===== config.mk =====
export PLATFORM = sky130hd
export DESIGN_NAME = slem_monitor
export DESIGN_NICKNAME = d
export VERILOG_FILES = /design/src/slem_pkg.sv /design/src/slem_monitor.sv
export VERILOG_INCLUDE_DIRS = /design/src
export SDC_FILE = /design/constraint.sdc
export NUM_CORES = 1
export LEC_CHECK = 0
export BUFFER_PORTS_ARGS = -buffer_cell sky130_fd_sc_hd__buf_2
export CAP_MARGIN = 25
export CORE_MARGIN = 2
export CORE_UTILIZATION = 42
export DETAILED_ROUTE_END_ITERATION = 10
export PLACE_DENSITY_LB_ADDON = 0.3
export SYNTH_ARGS = -nofsm -noshare
export SYNTH_HDL_FRONTEND = slang
export SYNTH_SLANG_ARGS = --single-unit

===== constraint.sdc =====
create_clock -name pclk -period 4.64 [get_ports pclk]
set_input_delay 0.464 -clock pclk [delete_from_list [all_inputs] [get_ports pclk]]
set_output_delay 0.464 -clock pclk [all_outputs]
set_load 0.01 [all_outputs]

===== src/slem_defs.svh =====
`ifndef SLEM_DEFS_SVH
`define SLEM_DEFS_SVH
// Register byte offsets
`define SLEM_CTRL_OFF 12'h000
`define SLEM_STAT_OFF 12'h004
`define SLEM_IRQ_STAT_OFF 12'h008
`define SLEM_IRQ_MASK_OFF 12'h00c
`define SLEM_ERRCNT_OFF 12'h010
`define SLEM_TMO_OFF 12'h014
`define SLEM_WAIT_OFF 12'h018
`define SLEM_PROC_OFF 12'h01c
`define SLEM_C35_OFF 12'h020
`define SLEM_LOG_CNT_OFF 12'h024
`define SLEM_LOG_BASE_OFF 12'h040
// Error codes
`define SLEM_CODE_SWITCH 8'h83
`define SLEM_CODE_XMIT 8'h84
`define SLEM_CODE_TIMEOUT 8'h85
`define SLEM_CODE_UNDEF 8'h88
`define SLEM_CODE_UIF_BUSY 8'h89
`define SLEM_CODE_NVM_BUSY 8'h8a
`define SLEM_CODE_RANGE 8'h8c
`define SLEM_CODE_NOEXEC 8'h8d
// Exception codes
`define SLEM_EXC_01 8'h01
`define SLEM_EXC_02 8'h02
`define SLEM_EXC_03 8'h03
`define SLEM_EXC_04 8'h04
// Reset values
`define SLEM_ERRCNT_RST 8'h03
`define SLEM_TMO_RST 32'h0000_0000
`define SLEM_WAIT_RST 32'h0000_0000
`define SLEM_PROC_RST 32'h0000_0000
`define SLEM_C35_RST 32'h0000_0000
// Timing
`define SLEM_CLK_MHZ 125
`define SLEM_OUT_MAX_MS 4
`define SLEM_CFG_MAX_MS 1000
`define SLEM_OUT_CYC (`SLEM_OUT_MAX_MS * `SLEM_CLK_MHZ * 1000)
`define SLEM_CFG_CYC (`SLEM_CFG_MAX_MS * `SLEM_CLK_MHZ * 1000)
// Record depth and interrupt bits
`define SLEM_LOG_DEPTH 16
`define SLEM_IRQ_LOG 0
`define SLEM_IRQ_WARN 1
`define SLEM_IRQ_ALARM 2
`define SLEM_IRQ_TMO 3
`define SLEM_IRQ_SWITCH 4
`endif


===== src/slem_pkg.sv =====
package slem_pkg;
  typedef enum logic [2:0] {
    SLEM_EXC_NONE,
    SLEM_EXC_UNDEF,
    SLEM_EXC_UIF_BUSY,
    SLEM_EXC_NVM_BUSY,
    SLEM_EXC_RANGE,
    SLEM_EXC_NOEXEC
  } slem_exc_cause_t;
  typedef enum logic [1:0] {
    SLEM_Q_PLAIN,
    SLEM_Q_OUTPUT,
    SLEM_Q_CONFIG,
    SLEM_Q_STOP
  } slem_qkind_t;
  typedef enum logic [1:0] {
    SLEM_RS_IDLE,
    SLEM_RS_WAIT,
    SLEM_RS_GO
  } slem_resp_state_t;
endpackage


===== src/slem_monitor.sv =====
`timescale 1ns/1ns
`include "slem_defs.svh"
// How it works
// Transmission fault logs code 84h
// Exception 01h/02h logs code 88h
// Exception 04h logs 89h or 8Ah
// Range exception 03h/04h logs 8Ch
// Non-executable command logs code 8Dh
// Record volatile, readable, empty after reset
// Alarm drops fault output, stops, blinks
// Warning raises caution output, self-clearing
// Rate switch 8 to F logs 83h
// One transmission error raises warning
// Valid frame clears active warning
// Consecutive errors reaching count raise alarm
// No valid traffic until timeout alarms
// Response waits wait+C3.5+processing time
// Outputs update within C3.5 plus 4 ms
// Reconfiguration done within processing plus 1 s
// Master waits for configuration to finish
// Stop action parameter picks deceleration
// Good frame clears consecutive error counter
module slem_monitor #(
  parameter int unsigned OUT_MAX_CYC = `SLEM_OUT_CYC,
  parameter int unsigned CFG_MAX_CYC = `SLEM_CFG_CYC
) (
  input wire logic pclk,
  input wire logic presetn,
  input wire logic psel,
  input wire logic penable,
  input wire logic pwrite,
  input wire logic [11:0] paddr,
  input wire logic [31:0] pwdata,
  output logic [31:0] prdata,
  output logic pready,
  output logic pslverr,
  input wire logic frame_ok,
  input wire logic frame_err,
  input wire logic exc_valid,
  input wire slem_pkg::slem_exc_cause_t exc_cause,
  input wire logic query_end,
  input wire slem_pkg::slem_qkind_t query_kind,
  input wire logic rate_switch_bit3,
  output logic resp_start,
  output logic out_update,
  output logic cfg_busy,
  output logic stop_slow,
  output logic fault_output,
  output logic caution_output,
  output logic motor_stop,
  output logic alarm_lamp,
  output logic irq
);
  import slem_pkg::*;
  logic [31:0] tmo_q, transmit_wait_time_q, proc_q, c35_q, idle_cnt_q, rs_cnt_q, out_cnt_q, cfg_cnt_q;
  logic [7:0] err_limit_q, err_run_q, log_code;
  logic [4:0] irq_stat_q, irq_mask_q, log_cnt_q, irq_ev;
  logic stop_mode_q, sw_s1_q, sw_s2_q, switch_err_q, warn_q, alarm_q, tmo_alarm_q;
  logic log_we, alarm_set, wr_en, rd_en;
  logic [7:0] log_mem [`SLEM_LOG_DEPTH];
  logic [3:0] log_wr_q;
  logic [22:0] blink_q;
  slem_resp_state_t rs_q;
  // Single-cycle APB answer: nothing behind it stalls
  assign pready = 1'b1;
  assign wr_en = psel & penable & pwrite;
  assign rd_en = psel & penable & ~pwrite;

  // Rate switch comes from a pin, two flops before use
  always_ff @(posedge pclk or negedge presetn)
  begin
    if (!presetn)
    begin
      sw_s1_q <= 1'b0;
      sw_s2_q <= 1'b0;
      switch_err_q <= 1'b0;
    end
    else
    begin
      sw_s1_q <= rate_switch_bit3;
      sw_s2_q <= sw_s1_q;
      // switch position check
      switch_err_q <= sw_s2_q; // Positions 8..F all have bit 3 set
    end
  end
  // Pick one code per cycle; errors are exclusive per frame
  always_comb
  begin
    log_we = 1'b0;
    log_code = 8'h00;
    if (sw_s2_q && !switch_err_q)
    begin
      log_we = 1'b1;
      log_code = `SLEM_CODE_SWITCH;
    end
    // transmission fault code
    else if (frame_err)
    begin
      log_we = 1'b1;
      log_code = `SLEM_CODE_XMIT;
    end
    else if (exc_valid)
    begin
      log_we = (exc_cause != SLEM_EXC_NONE);
      unique case (exc_cause)
        // undefined command
        SLEM_EXC_UNDEF: log_code = `SLEM_CODE_UNDEF;
        // busy exceptions split
        SLEM_EXC_UIF_BUSY: log_code = `SLEM_CODE_UIF_BUSY;
        SLEM_EXC_NVM_BUSY: log_code = `SLEM_CODE_NVM_BUSY;
        // value out of range
        SLEM_EXC_RANGE: log_code = `SLEM_CODE_RANGE;
        // command not executable
        SLEM_EXC_NOEXEC: log_code = `SLEM_CODE_NOEXEC;
        default: log_code = 8'h00;
      endcase
    end
    // timeout code once on entry
    else if (idle_cnt_q >= tmo_q && tmo_q != 32'h0 && !tmo_alarm_q)
    begin
      log_we = 1'b1;
      log_code = `SLEM_CODE_TIMEOUT;
    end
  end

  // record in plain RAM, never cleared; reset zeroes only the write pointer and count
  always_ff @(posedge pclk)
  begin
    if (log_we)
      log_mem[log_wr_q] <= log_code;
  end

  always_ff @(posedge pclk or negedge presetn)
  begin
    if (!presetn)
    begin
      log_wr_q <= 4'h0;
      log_cnt_q <= 5'h00;
    end
    else if (log_we)
    begin
      log_wr_q <= log_wr_q + 4'h1;
      if (log_cnt_q != 5'(`SLEM_LOG_DEPTH))
        log_cnt_q <= log_cnt_q + 5'h01;
    end
  end

  // run counter of consecutive faults
  always_ff @(posedge pclk or negedge presetn)
  begin
    if (!presetn)
      err_run_q <= 8'h00;
    else if (frame_ok)
      err_run_q <= 8'h00;
    else if (frame_err && err_run_q != 8'hff)
      err_run_q <= err_run_q + 8'h01;
  end

  // threshold reached on this error
  assign alarm_set = frame_err && (err_run_q + 8'h01 >= err_limit_q) && err_limit_q != 8'h00;

  // warning on a single fault
  always_ff @(posedge pclk or negedge presetn)
  begin
    if (!presetn)
      warn_q <= 1'b0;
    else if (frame_err)
      warn_q <= 1'b1;
    // good frame clears warning
    else if (frame_ok)
      warn_q <= 1'b0;
  end

  // Alarms latch until reset; no alarm-reset path in this block
  always_ff @(posedge pclk or negedge presetn)
  begin
    if (!presetn)
      alarm_q <= 1'b0;
    else if (alarm_set || switch_err_q)
      alarm_q <= 1'b1;
  end

  // silence counter, restarted by valid traffic
  always_ff @(posedge pclk or negedge presetn)
  begin
    if (!presetn)
    begin
      idle_cnt_q <= 32'h0;
      tmo_alarm_q <= 1'b0;
    end
    else
    begin
      if (frame_ok || tmo_q == 32'h0)
        idle_cnt_q <= 32'h0;
      else if (idle_cnt_q < tmo_q)
        idle_cnt_q <= idle_cnt_q + 32'h1;
      if (tmo_q != 32'h0 && idle_cnt_q >= tmo_q) // A shortened limit still trips
        tmo_alarm_q <= 1'b1;
    end
  end

  // blink divider for the lamp
  always_ff @(posedge pclk or negedge presetn)
  begin
    if (!presetn)
      blink_q <= 23'h0;
    else if (alarm_q || tmo_alarm_q)
      blink_q <= blink_q + 23'h1;
    else
      blink_q <= 23'h0;
  end

  // fault output active-off; R08: caution follows warning
  always_ff @(posedge pclk or negedge presetn)
  begin
    if (!presetn)
    begin
      fault_output <= 1'b1;
      motor_stop <= 1'b0;
      alarm_lamp <= 1'b0;
      caution_output <= 1'b0;
    end
    else
    begin
      fault_output <= ~(alarm_q | tmo_alarm_q);
      motor_stop <= alarm_q | tmo_alarm_q;
      alarm_lamp <= (alarm_q | tmo_alarm_q) & blink_q[22];
      caution_output <= warn_q;
    end
  end

  // response delay sequencer
  always_ff @(posedge pclk or negedge presetn)
  begin
    if (!presetn)
    begin
      rs_q <= SLEM_RS_IDLE;
      rs_cnt_q <= 32'h0;
      resp_start <= 1'b0;
    end
    else
    begin
      resp_start <= 1'b0;
      unique case (rs_q)
        SLEM_RS_IDLE:
        if (query_end)
        begin
          rs_q <= SLEM_RS_WAIT;
          rs_cnt_q <= transmit_wait_time_q + c35_q + proc_q;
        end
        SLEM_RS_WAIT:
        if (rs_cnt_q == 32'h0)
          rs_q <= SLEM_RS_GO;
        else
          rs_cnt_q <= rs_cnt_q - 32'h1;
        SLEM_RS_GO:
        begin
          resp_start <= 1'b1;
          rs_q <= SLEM_RS_IDLE;
        end
      endcase
    end
  end

  // output update after C3.5 plus bounded margin
  always_ff @(posedge pclk or negedge presetn)
  begin
    if (!presetn)
    begin
      out_cnt_q <= 32'h0;
      out_update <= 1'b0;
    end
    else
    begin
      out_update <= 1'b0;
      if (query_end && query_kind == SLEM_Q_OUTPUT)
        out_cnt_q <= (c35_q < OUT_MAX_CYC) ? c35_q + 32'h1 : OUT_MAX_CYC; // Cap keeps a huge C3.5 in bound
      else if (out_cnt_q == 32'h1)
      begin
        out_cnt_q <= 32'h0;
        out_update <= 1'b1; // Never later than OUT_MAX_CYC
      end
      else if (out_cnt_q != 32'h0)
        out_cnt_q <= out_cnt_q - 32'h1;
    end
  end

  // configuration busy window, processing plus one cycle, capped at CFG_MAX_CYC
  always_ff @(posedge pclk or negedge presetn)
  begin
    if (!presetn)
    begin
      cfg_cnt_q <= 32'h0;
      cfg_busy <= 1'b0;
    end
    else if (query_end && query_kind == SLEM_Q_CONFIG)
    begin
      cfg_cnt_q <= (proc_q < CFG_MAX_CYC) ? proc_q + 32'h1 : CFG_MAX_CYC;
      cfg_busy <= 1'b1;
    end
    // busy tells master to hold off
    else if (cfg_cnt_q != 32'h0)
    begin
      cfg_cnt_q <= cfg_cnt_q - 32'h1;
      cfg_busy <= (cfg_cnt_q != 32'h1);
    end
  end

  // stop action chosen from the parameter
  always_ff @(posedge pclk or negedge presetn)
  begin
    if (!presetn)
      stop_slow <= 1'b0;
    else if (query_end && query_kind == SLEM_Q_STOP)
      stop_slow <= stop_mode_q;
  end

  // Interrupt events: log write, warning, alarm, timeout, switch
  assign irq_ev = {sw_s2_q & ~switch_err_q, log_we && log_code == `SLEM_CODE_TIMEOUT, alarm_set, frame_err, log_we};

  // Control registers
  always_ff @(posedge pclk or negedge presetn)
  begin
    if (!presetn)
    begin
      stop_mode_q <= 1'b0;
      err_limit_q <= `SLEM_ERRCNT_RST;
      tmo_q <= `SLEM_TMO_RST;
      transmit_wait_time_q <= `SLEM_WAIT_RST;
      proc_q <= `SLEM_PROC_RST;
      c35_q <= `SLEM_C35_RST;
      irq_mask_q <= 5'h00;
    end
    else if (wr_en)
    begin
      unique case (paddr)
        `SLEM_CTRL_OFF: stop_mode_q <= pwdata[0];
        `SLEM_IRQ_MASK_OFF: irq_mask_q <= pwdata[4:0];
        `SLEM_ERRCNT_OFF: err_limit_q <= pwdata[7:0];
        `SLEM_TMO_OFF: tmo_q <= pwdata;
        `SLEM_WAIT_OFF: transmit_wait_time_q <= pwdata;
        `SLEM_PROC_OFF: proc_q <= pwdata;
        `SLEM_C35_OFF: c35_q <= pwdata;
        default: ;
      endcase
    end
  end

  // Sticky status, write one to clear; a new event wins the clear
  always_ff @(posedge pclk or negedge presetn)
  begin
    if (!presetn)
      irq_stat_q <= 5'h00;
    else if (wr_en && paddr == `SLEM_IRQ_STAT_OFF)
      irq_stat_q <= (irq_stat_q & ~pwdata[4:0]) | irq_ev;
    else
      irq_stat_q <= irq_stat_q | irq_ev;
  end

  assign irq = |(irq_stat_q & irq_mask_q);

  // Read mux; unmapped reads return zero with an error
  always_comb
  begin
    prdata = 32'h0;
    pslverr = 1'b0;
    if (rd_en || wr_en)
    begin
      if (paddr >= `SLEM_LOG_BASE_OFF && paddr < `SLEM_LOG_BASE_OFF + 12'(4 * `SLEM_LOG_DEPTH))
      begin
        if (rd_en)
          prdata = {24'h0, log_mem[paddr[5:2]]};
        else
          pslverr = 1'b1;
      end
      else
      begin
        unique case (paddr)
          `SLEM_CTRL_OFF: prdata = {31'h0, stop_mode_q};
          `SLEM_STAT_OFF: prdata = {26'h0, cfg_busy, switch_err_q, tmo_alarm_q, alarm_q, warn_q, ~fault_output};
          `SLEM_IRQ_STAT_OFF: prdata = {27'h0, irq_stat_q};
          `SLEM_IRQ_MASK_OFF: prdata = {27'h0, irq_mask_q};
          `SLEM_ERRCNT_OFF: prdata = {16'h0, err_run_q, err_limit_q};
          `SLEM_TMO_OFF: prdata = tmo_q;
          `SLEM_WAIT_OFF: prdata = transmit_wait_time_q;
          `SLEM_PROC_OFF: prdata = proc_q;
          `SLEM_C35_OFF: prdata = c35_q;
          `SLEM_LOG_CNT_OFF: prdata = {23'h0, log_wr_q, log_cnt_q};
          default: pslverr = 1'b1;
        endcase
        if (!rd_en)
          prdata = 32'h0;
        if (wr_en && (paddr == `SLEM_STAT_OFF || paddr == `SLEM_LOG_CNT_OFF))
          pslverr = 1'b1;
      end
    end
  end

endmodule // slem_monitor


==> impl_metrics.csv, run 1 <==
group,metric,value,unit
run,cap_violations,0,
setup_path,crit_arrival,4500,ps
sta,worst_pin_slew,958.6,ps
sta,timing.final.crit_period,4024,ps
routing,routed_via_density,5.884,
synthesis,yosysWarnings,0,
pwr,p_switching,2.583,mW
synthesis,synth_top_flop_cell,"dfrtp_1",
routing,finalWirelength,65.70,mm
floorplan,ios,102,
setup_path,max_stage_delay,590,ps
sta,slew_headroom,0.3581,
pwr,p_leak,11.62,nW
cells_and_area,fill_cells,5039,
clock_tree,clk_pin_slew,60,ps
setup_path,r2r_start,"c35_q[1]",
clock_tree,cts-buffers-inserted,45,
floorplan,core-area,55090,um2
cells_and_area,final_core_util,0.4799,
sta,finalHoldViolCount,0,
floorplan,initial_core_util,0.4254,
routing,drtPass1Iterations,7,
setup_path,worst_ep_required_time,5120,ps
placed_design,place_hpwl,48.61,mm
clock_tree,post_cts_resized,0,
synthesis,postSynth.asyncResetShare,0.8054,
cells_and_area,syn_to_final_growth,12.79,%
cells_and_area,mostFrequentLayoutCells,"328 x dfrtp_1, 174 x nor2_1, 174 x nand2_1",
floorplan,die_w,240.2,um
placed_design,gp_congestion,0.8831,
sta,fin_tns_setup,0,ps
synthesis,synth_nets,2400,
cells_and_area,multi_input_area,12080,um2
status,status,"finished clean",
pwr,power_frac_comb,0.134,
global_routing,grt_pass1_vias,18230,
routing,routed-via-count,18280,
cells_and_area,layout.cells.non_filler,3107,
synthesis,ys_seq_elements,411,
setup_path,criticalPathCategory,"reg2reg",
routing,wl_per_cell,21.15,um
sta,fin_skew,30.63,ps
floorplan,die_h,240.2,um
clock_tree,cts_hold_buf,2,
setup_path,start_kind,"flop",
cells_and_area,seq_area,10690,um2
synthesis,syn_area_per_cell,10.56,um2
setup_path,regToRegSetupSlack,620,ps
placed_design,place_ws,677.7,ps
clock_tree,cts.path.max_buffers,3,
synthesis,synth-edff-count,80,
placed_design,dp_cells,3019,
pwr,pwr-share-clk,0.402,
sta,finalSetupViolations,0,
global_routing,grt_pass1_wl,103.6,mm
setup_path,path_cells,"fa_1 -> ha_1 -> inv_1 -> fa_1 -> nor2b_1 -> o2111ai_1 -> a21oi_1 -> o31a_1 -> o41ai_2 -> nor3_1 -> a2111oi_1 -> mux2i_1 -> a211o_1",
synthesis,yosysSeqAreaShare,0.4560,
setup_path,slowest_stage,"o41ai_2",
pwr,vdd_drop_max,0.2798,mV
clock_tree,post-cts-setup-buffer-count,0,
sta,post-route-period-util,0.8671,
clock_tree,worst_skew_pair.late_latency,600,ps
clock_tree,cts_root_buf,"clkbuf_16",
sta,clock.fmax,248.5,MHz
setup_path,end_kind,"flop",
min_path,hp-class,"in2reg",
min_path,min_from,"pwdata[18]",
setup_path,regToRegEndpoint,"rs_cnt_q[29]",
setup_path,rr_worst_depth,13,
synthesis,ys_types,86,
min_path,hold_end,"tmo_q[18]",
global_routing,antenna_found_initial,1,
pwr,swShare,0.2766,
placed_design,placed_area,24850,um2
synthesis,synth_area,23440,um2
placed_design,io_buffers,100,
clock_tree,tritoncts,"yes",
sta,drv_slew,0,
setup_path,crit_top_cell,"fa_1",
clock_tree,htree_num_levels,2,
cells_and_area,final_common_cell,"dfrtp_1",
sta,rsz0062_at_grt,"false",
cells_and_area,fin_area,26440,um2
pwr,p_per_area,353.2,nW/um2
routing,antenna_left,0,
sta,finalWorstSetupSlack,616.4,ps
floorplan,rows,86,
routing,post-route-drc-count,0,
floorplan,die-area,57710,um2
cells_and_area,layout-drive-gt1-share,0.1785,
cells_and_area,finalNetCount,2503,
routing,drtIter0Drc,1540,
min_path,worstHoldPathCells,2,
synthesis,synthCells,2220,
clock_tree,clock_sinks,411,
setup_path,cp_max_fo,6,
global_routing,overflow,0,
pwr,power.internal,6.755,mW
global_routing,grt_usage,0.2305,
pwr,seqPwrFrac,0.463,
global_routing,grt_max_degree,104,
sequential cells by signal (all words and copies together), names as in the netlist, 2 cells and up:
signal and count:
out_cnt_q 32, transmit_wait_time_q 32, rs_cnt_q 32, irq_mask_q 5, idle_cnt_q 32, cfg_cnt_q 32
err_run_q 8, err_limit_q 8, blink_q 23, log_wr_q 4, rs_q 2, log_cnt_q 5
irq_stat_q 5, proc_q 32, tmo_q 32, c35_q 32, log_mem 80
stage by stage:
step                      hold WS [ps]  power, mW
after floorplan                  168.4      5.156
after global placement           354.3      5.571
after detailed placement         348.4      5.625
after CTS                        124.0      9.400
after global routing             148.8      9.733
final                            155.3      9.338
power groups by stage:
stage                     registers, mW  clock network (mW)  logic [mW]
after floorplan                    4.27                   0       0.889
after global placement             4.37                   0        1.21
after detailed placement           4.38                   0        1.25
after CTS                          4.32                3.83        1.26
after global routing               4.36                3.97        1.40
final                              4.32                3.76        1.25
layout make-up:
type	count	area share
Multi-Input combinational cell	1633	0.4569
Sequential cell	411	0.4043
Clock buffer	62	0.04846
Tap cell	748	0.03540
Timing Repair Buffer	143	0.03251
Inverter	89	0.01264
Clock inverter	20	0.009655
Antenna cell	1	0.00009466
cell families (layout without fill, tap and decap cells):
group / count (synthesis) / count (layout) / synth area share
xor+xnor: 169 / 169 / 0.06315
fa+ha+maj: 121 / 121 / 0.07484
simple gates: 699 / 699 / 0.1475
buf+inv: 176 / 314 / 0.02984
compound gates: 465 / 465 / 0.1312
flops: 411 / 411 / 0.4560
other cells: 1 / 2 / 0.0001600
mux: 178 / 178 / 0.09721
worst max path at each step:
stage                    start           end  slack, ps  depth (start not counted)
global route          c35_q[1]  rs_cnt_q[29]        520                         13
CTS                   c35_q[1]  rs_cnt_q[29]        690                         13
global placement      c35_q[1]  rs_cnt_q[29]        710                         13
detailed placement    c35_q[1]  rs_cnt_q[29]        680                         13
finish                c35_q[1]  rs_cnt_q[29]        620                         13
floorplan           proc_q[14]  rs_cnt_q[29]       1190                         10
routing by layer:
metal,part of all wire,track usage,wire (um),vias up
li1,-,-,-,8374
met1,0.44,0.3136,28780,9209
met2,0.47,0.3748,31050,592
met3,0.058,0.03594,3788,107
met4,0.032,0.08112,2079,0
met5,0,0,0,-
synthesized netlist by cell type, types with 5 or more instances:
master / count / area [um2]
o31a_1: 5 / 43.79
a31oi_1: 12 / 75.07
mux2i_1: 6 / 60.06
nor3_1: 50 / 250.2
buf_2: 22 / 110.1
or2_2: 10 / 62.56
nand2b_1: 12 / 75.07
nor2_2: 5 / 31.28
nor2_1: 175 / 656.9
o22ai_1: 19 / 118.9
ha_1: 89 / 1114
and4_1: 6 / 52.55
a21oi_1: 153 / 765.7
o211ai_1: 10 / 75.07
fa_1: 32 / 640.6
xor2_1: 86 / 753.2
and2_1: 10 / 62.56
nand3b_1: 6 / 45.04
clkbuf_1: 53 / 198.9
o31ai_1: 9 / 67.56
nand2_1: 174 / 653.1
a21o_1: 39 / 292.8
inv_1: 88 / 330.3
and3_1: 33 / 206.5
edfxtp_1: 80 / 2402
o21ai_0: 69 / 345.3
nor2b_1: 16 / 100.1
a22o_1: 7 / 61.31
or4_1: 14 / 105.1
a221oi_1: 5 / 43.79
nand4_1: 35 / 219.0
mux4_2: 25 / 563.0
mux2_2: 145 / 1633
nand3_1: 63 / 315.3
a222oi_1: 32 / 320.3
o21bai_1: 8 / 60.06
o2111ai_1: 5 / 43.79
a211oi_1: 5 / 37.54
a22oi_1: 31 / 232.7
buf_1: 9 / 33.78
nor4_1: 34 / 212.7
or3_1: 38 / 237.7
dfrtp_1: 328 / 8208
o21a_1: 6 / 45.04
xnor2_1: 83 / 727.0
critical path: cells and delay by family (launching register included):
family | cells | cell delay (ps)
AO/OA/AOI/OAI | 6 | 2070
adder cells (fa/ha/maj) | 3 | 920
flip-flops | 1 | 490
AND/OR/NAND/NOR | 2 | 220
multiplexers | 1 | 150
buffers and inverters | 1 | 80
(Power assumes the default switching activity.)
==> inputs of run 2 (changes only) <==
--- a/config.mk
+++ b/config.mk
@@ -8,6 +8,7 @@
 export LEC_CHECK = 0
 export BUFFER_PORTS_ARGS = -buffer_cell sky130_fd_sc_hd__buf_2
 export CAP_MARGIN = 25
+export CORE_ASPECT_RATIO = 1.25
 export CORE_MARGIN = 2
 export CORE_UTILIZATION = 42
 export DETAILED_ROUTE_END_ITERATION = 10
==> impl_metrics.csv, run 2 (synthesis gave the netlist of run 1 again) <==
group,metric,value,unit
status,status,"finished clean",
routing,drtIter0Drc,1329,
setup_path,end_kind,"flop",
floorplan,die-area,57720,um2
floorplan,initial_core_util,0.4261,
setup_path,worst_ep_required_time,5110,ps
global_routing,grt-busiest-layer,"met2",
sta,slew_headroom,0.2984,
sta,post-route-period-util,0.8490,
cells_and_area,syn_to_final_growth,11.81,%
routing,routed-via-count,17930,
floorplan,rows,96,
setup_path,regToRegEndpoint,"rs_cnt_q[29]",
routing,finalWirelength,65.83,mm
placed_design,io_buffers,100,
placed_design,dp_cells,3000,
sta,finalWorstSetupSlack,700.8,ps
clock_tree,tritoncts,"yes",
sta,worst_pin_slew,1049,ps
routing,drtPass1Iterations,8,
global_routing,grtUsageMet3,0.03430,
setup_path,path_cells,"fa_1 -> ha_1 -> inv_1 -> fa_1 -> nor2b_1 -> o2111ai_1 -> a21oi_1 -> o31a_1 -> o41ai_2 -> nor3_1 -> a2111oi_1 -> mux2i_1 -> a211o_1",
floorplan,die_h,268.1,um
sta,drv_slew,0,
clock_tree,clk_pin_slew,70,ps
sta,fin_tns_setup,0,ps
sta,rsz0062_at_grt,"false",
setup_path,crit_arrival,4410,ps
cells_and_area,regMostFlops,"log_mem",
cells_and_area,mostFrequentLayoutCells,"328 x dfrtp_1, 175 x nor2_1, 174 x nand2_1",
sta,clock.fmax,253.9,MHz
global_routing,grt_max_degree,109,
clock_tree,post_cts_resized,0,
clock_tree,cts.path.max_buffers,3,
clock_tree,htree_num_levels,2,
global_routing,grt_use_met1,0.2738,
global_routing,use_met2,0.4017,
setup_path,r2r_start,"proc_q[1]",
placed_design,gp_congestion,0.9153,
setup_path,crit_top_cell,"fa_1",
clock_tree,worst_skew_pair.late_latency,590,ps
setup_path,regToRegSetupSlack,700,ps
clock_tree,cts-buffers-inserted,44,
sta,finalHoldViolCount,0,
floorplan,core-area,55010,um2
setup_path,start_kind,"flop",
cells_and_area,largest_register_ffs,80,
global_routing,overflow,0,
cells_and_area,layout-drive-gt1-share,0.1739,
global_routing,grt_pass1_wl,103.8,mm
setup_path,max_stage_delay,510,ps
floorplan,ios,102,
pwr,p_leak,11.51,nW
cells_and_area,fill_cells,5116,
global_routing,antenna_found_initial,5,
pwr,vdd_drop_max,0.3939,mV
routing,wl_per_cell,21.39,um
clock_tree,cts_root_buf,"clkbuf_16",
pwr,p_per_area,344.0,nW/um2
setup_path,rr_worst_depth,13,
pwr,power,9.015,mW
clock_tree,clock_sinks,411,
global_routing,grt_pass1_vias,18200,
routing,post-route-drc-count,0,
sta,timing.final.crit_period,3939,ps
cells_and_area,layout.cells.non_filler,3078,
placed_design,place_ws,723.9,ps
setup_path,cp_max_fo,5,
min_path,hp-class,"in2reg",
sta,finalSetupViolations,0,
routing,antenna_left,0,
routing,routed_via_density,5.825,
sta,fin_skew,28.20,ps
setup_path,criticalPathCategory,"reg2reg",
global_routing,grt_usage,0.2283,
cells_and_area,final_common_cell,"dfrtp_1",
setup_path,slowest_stage,"o41ai_2",
placed_design,place_hpwl,48.88,mm
run,cap_violations,0,
cells_and_area,finalNetCount,2494,
setup_path,cp-endpoint,"rs_cnt_q[29]",
floorplan,die_w,215.3,um
setup_path,startpoint,"proc_q[1]",
==> run 2: cell types whose count changed in the layout (fill, tap and decap cells not counted), sizes merged <==
cell,previous run,this run
clkbuf,62,53
buf,141,133
clkinv,10,13
bufinv,5,3
diode,1,2
inv,92,91
==> run 2: metrics by stage <==
stage	utilization	instance area, um2	hold slack (ps)
2_1_floorplan	-	23440	168.4
3_3_place_gp	0.4506	24790	346.6
3_5_place_dp	0.4506	24790	356.9
4_1_cts	0.4762	26200	128.9
5_1_grt	0.4763	26210	153.7
6_report	0.4764	26210	154.8
==> run 2: worst min-delay path by stage <==
stage | start | endpoint | slack [ps] | cells after the start
final | frame_ok | err_run_q[3] | 150 | 2
after detailed placement | sw_s1_q | sw_s2_q | 360 | 0
after floorplan | presetn | alarm_lamp | 170 | 0
after CTS | frame_ok | err_run_q[3] | 130 | 2
after global routing | pwdata[28] | transmit_wait_time_q[28] | 150 | 2
after global placement | sw_s1_q | sw_s2_q | 350 | 0
==> run 2: power breakdown <==
part | total [mW] | internal, mW | switching, mW
registers | 4.30 | 4.02 | 0.282
clock network | 3.48 | 1.97 | 1.50
logic | 1.24 | 0.506 | 0.731
total | 9.02 | 6.50 | 2.52
==> run 2: per-layer routing <==
layer / wire (um) / part of all wire
met2: 33030 / 0.50
met5: 46 / 0.00070
met1: 26620 / 0.40
met3: 2890 / 0.044
met4: 3240 / 0.049
==> run 2: area by class of cell <==
class | instances | area, um2 | area share
Inverter | 89 | 334.1 | 0.01275
Clock inverter | 20 | 210.2 | 0.008021
Antenna cell | 2 | 5.005 | 0.0001910
Timing Repair Buffer | 135 | 803.3 | 0.03065
Clock buffer | 53 | 1175 | 0.04483
Multi-Input combinational cell | 1633 | 12070 | 0.4606
Tap cell | 735 | 919.6 | 0.03509
Sequential cell | 411 | 10690 | 0.4079
==> run 2: timing repair <==
action,in CTS,in global routing
setup endpoints to repair,0,0
endpoints found under the hold margin,36,0
hold buffers,2,0
setup buffers,0,0
==> run 2: worst max-delay path: cells and delay by family (launching register included) <==
family | cells | cell delay (ps)
AOI/OAI and AO/OA | 6 | 2010
adders and majority gates | 3 | 940
buffers and inverters | 1 | 80
DFF | 1 | 440
muxes | 1 | 140
and+or+nand+nor | 2 | 200
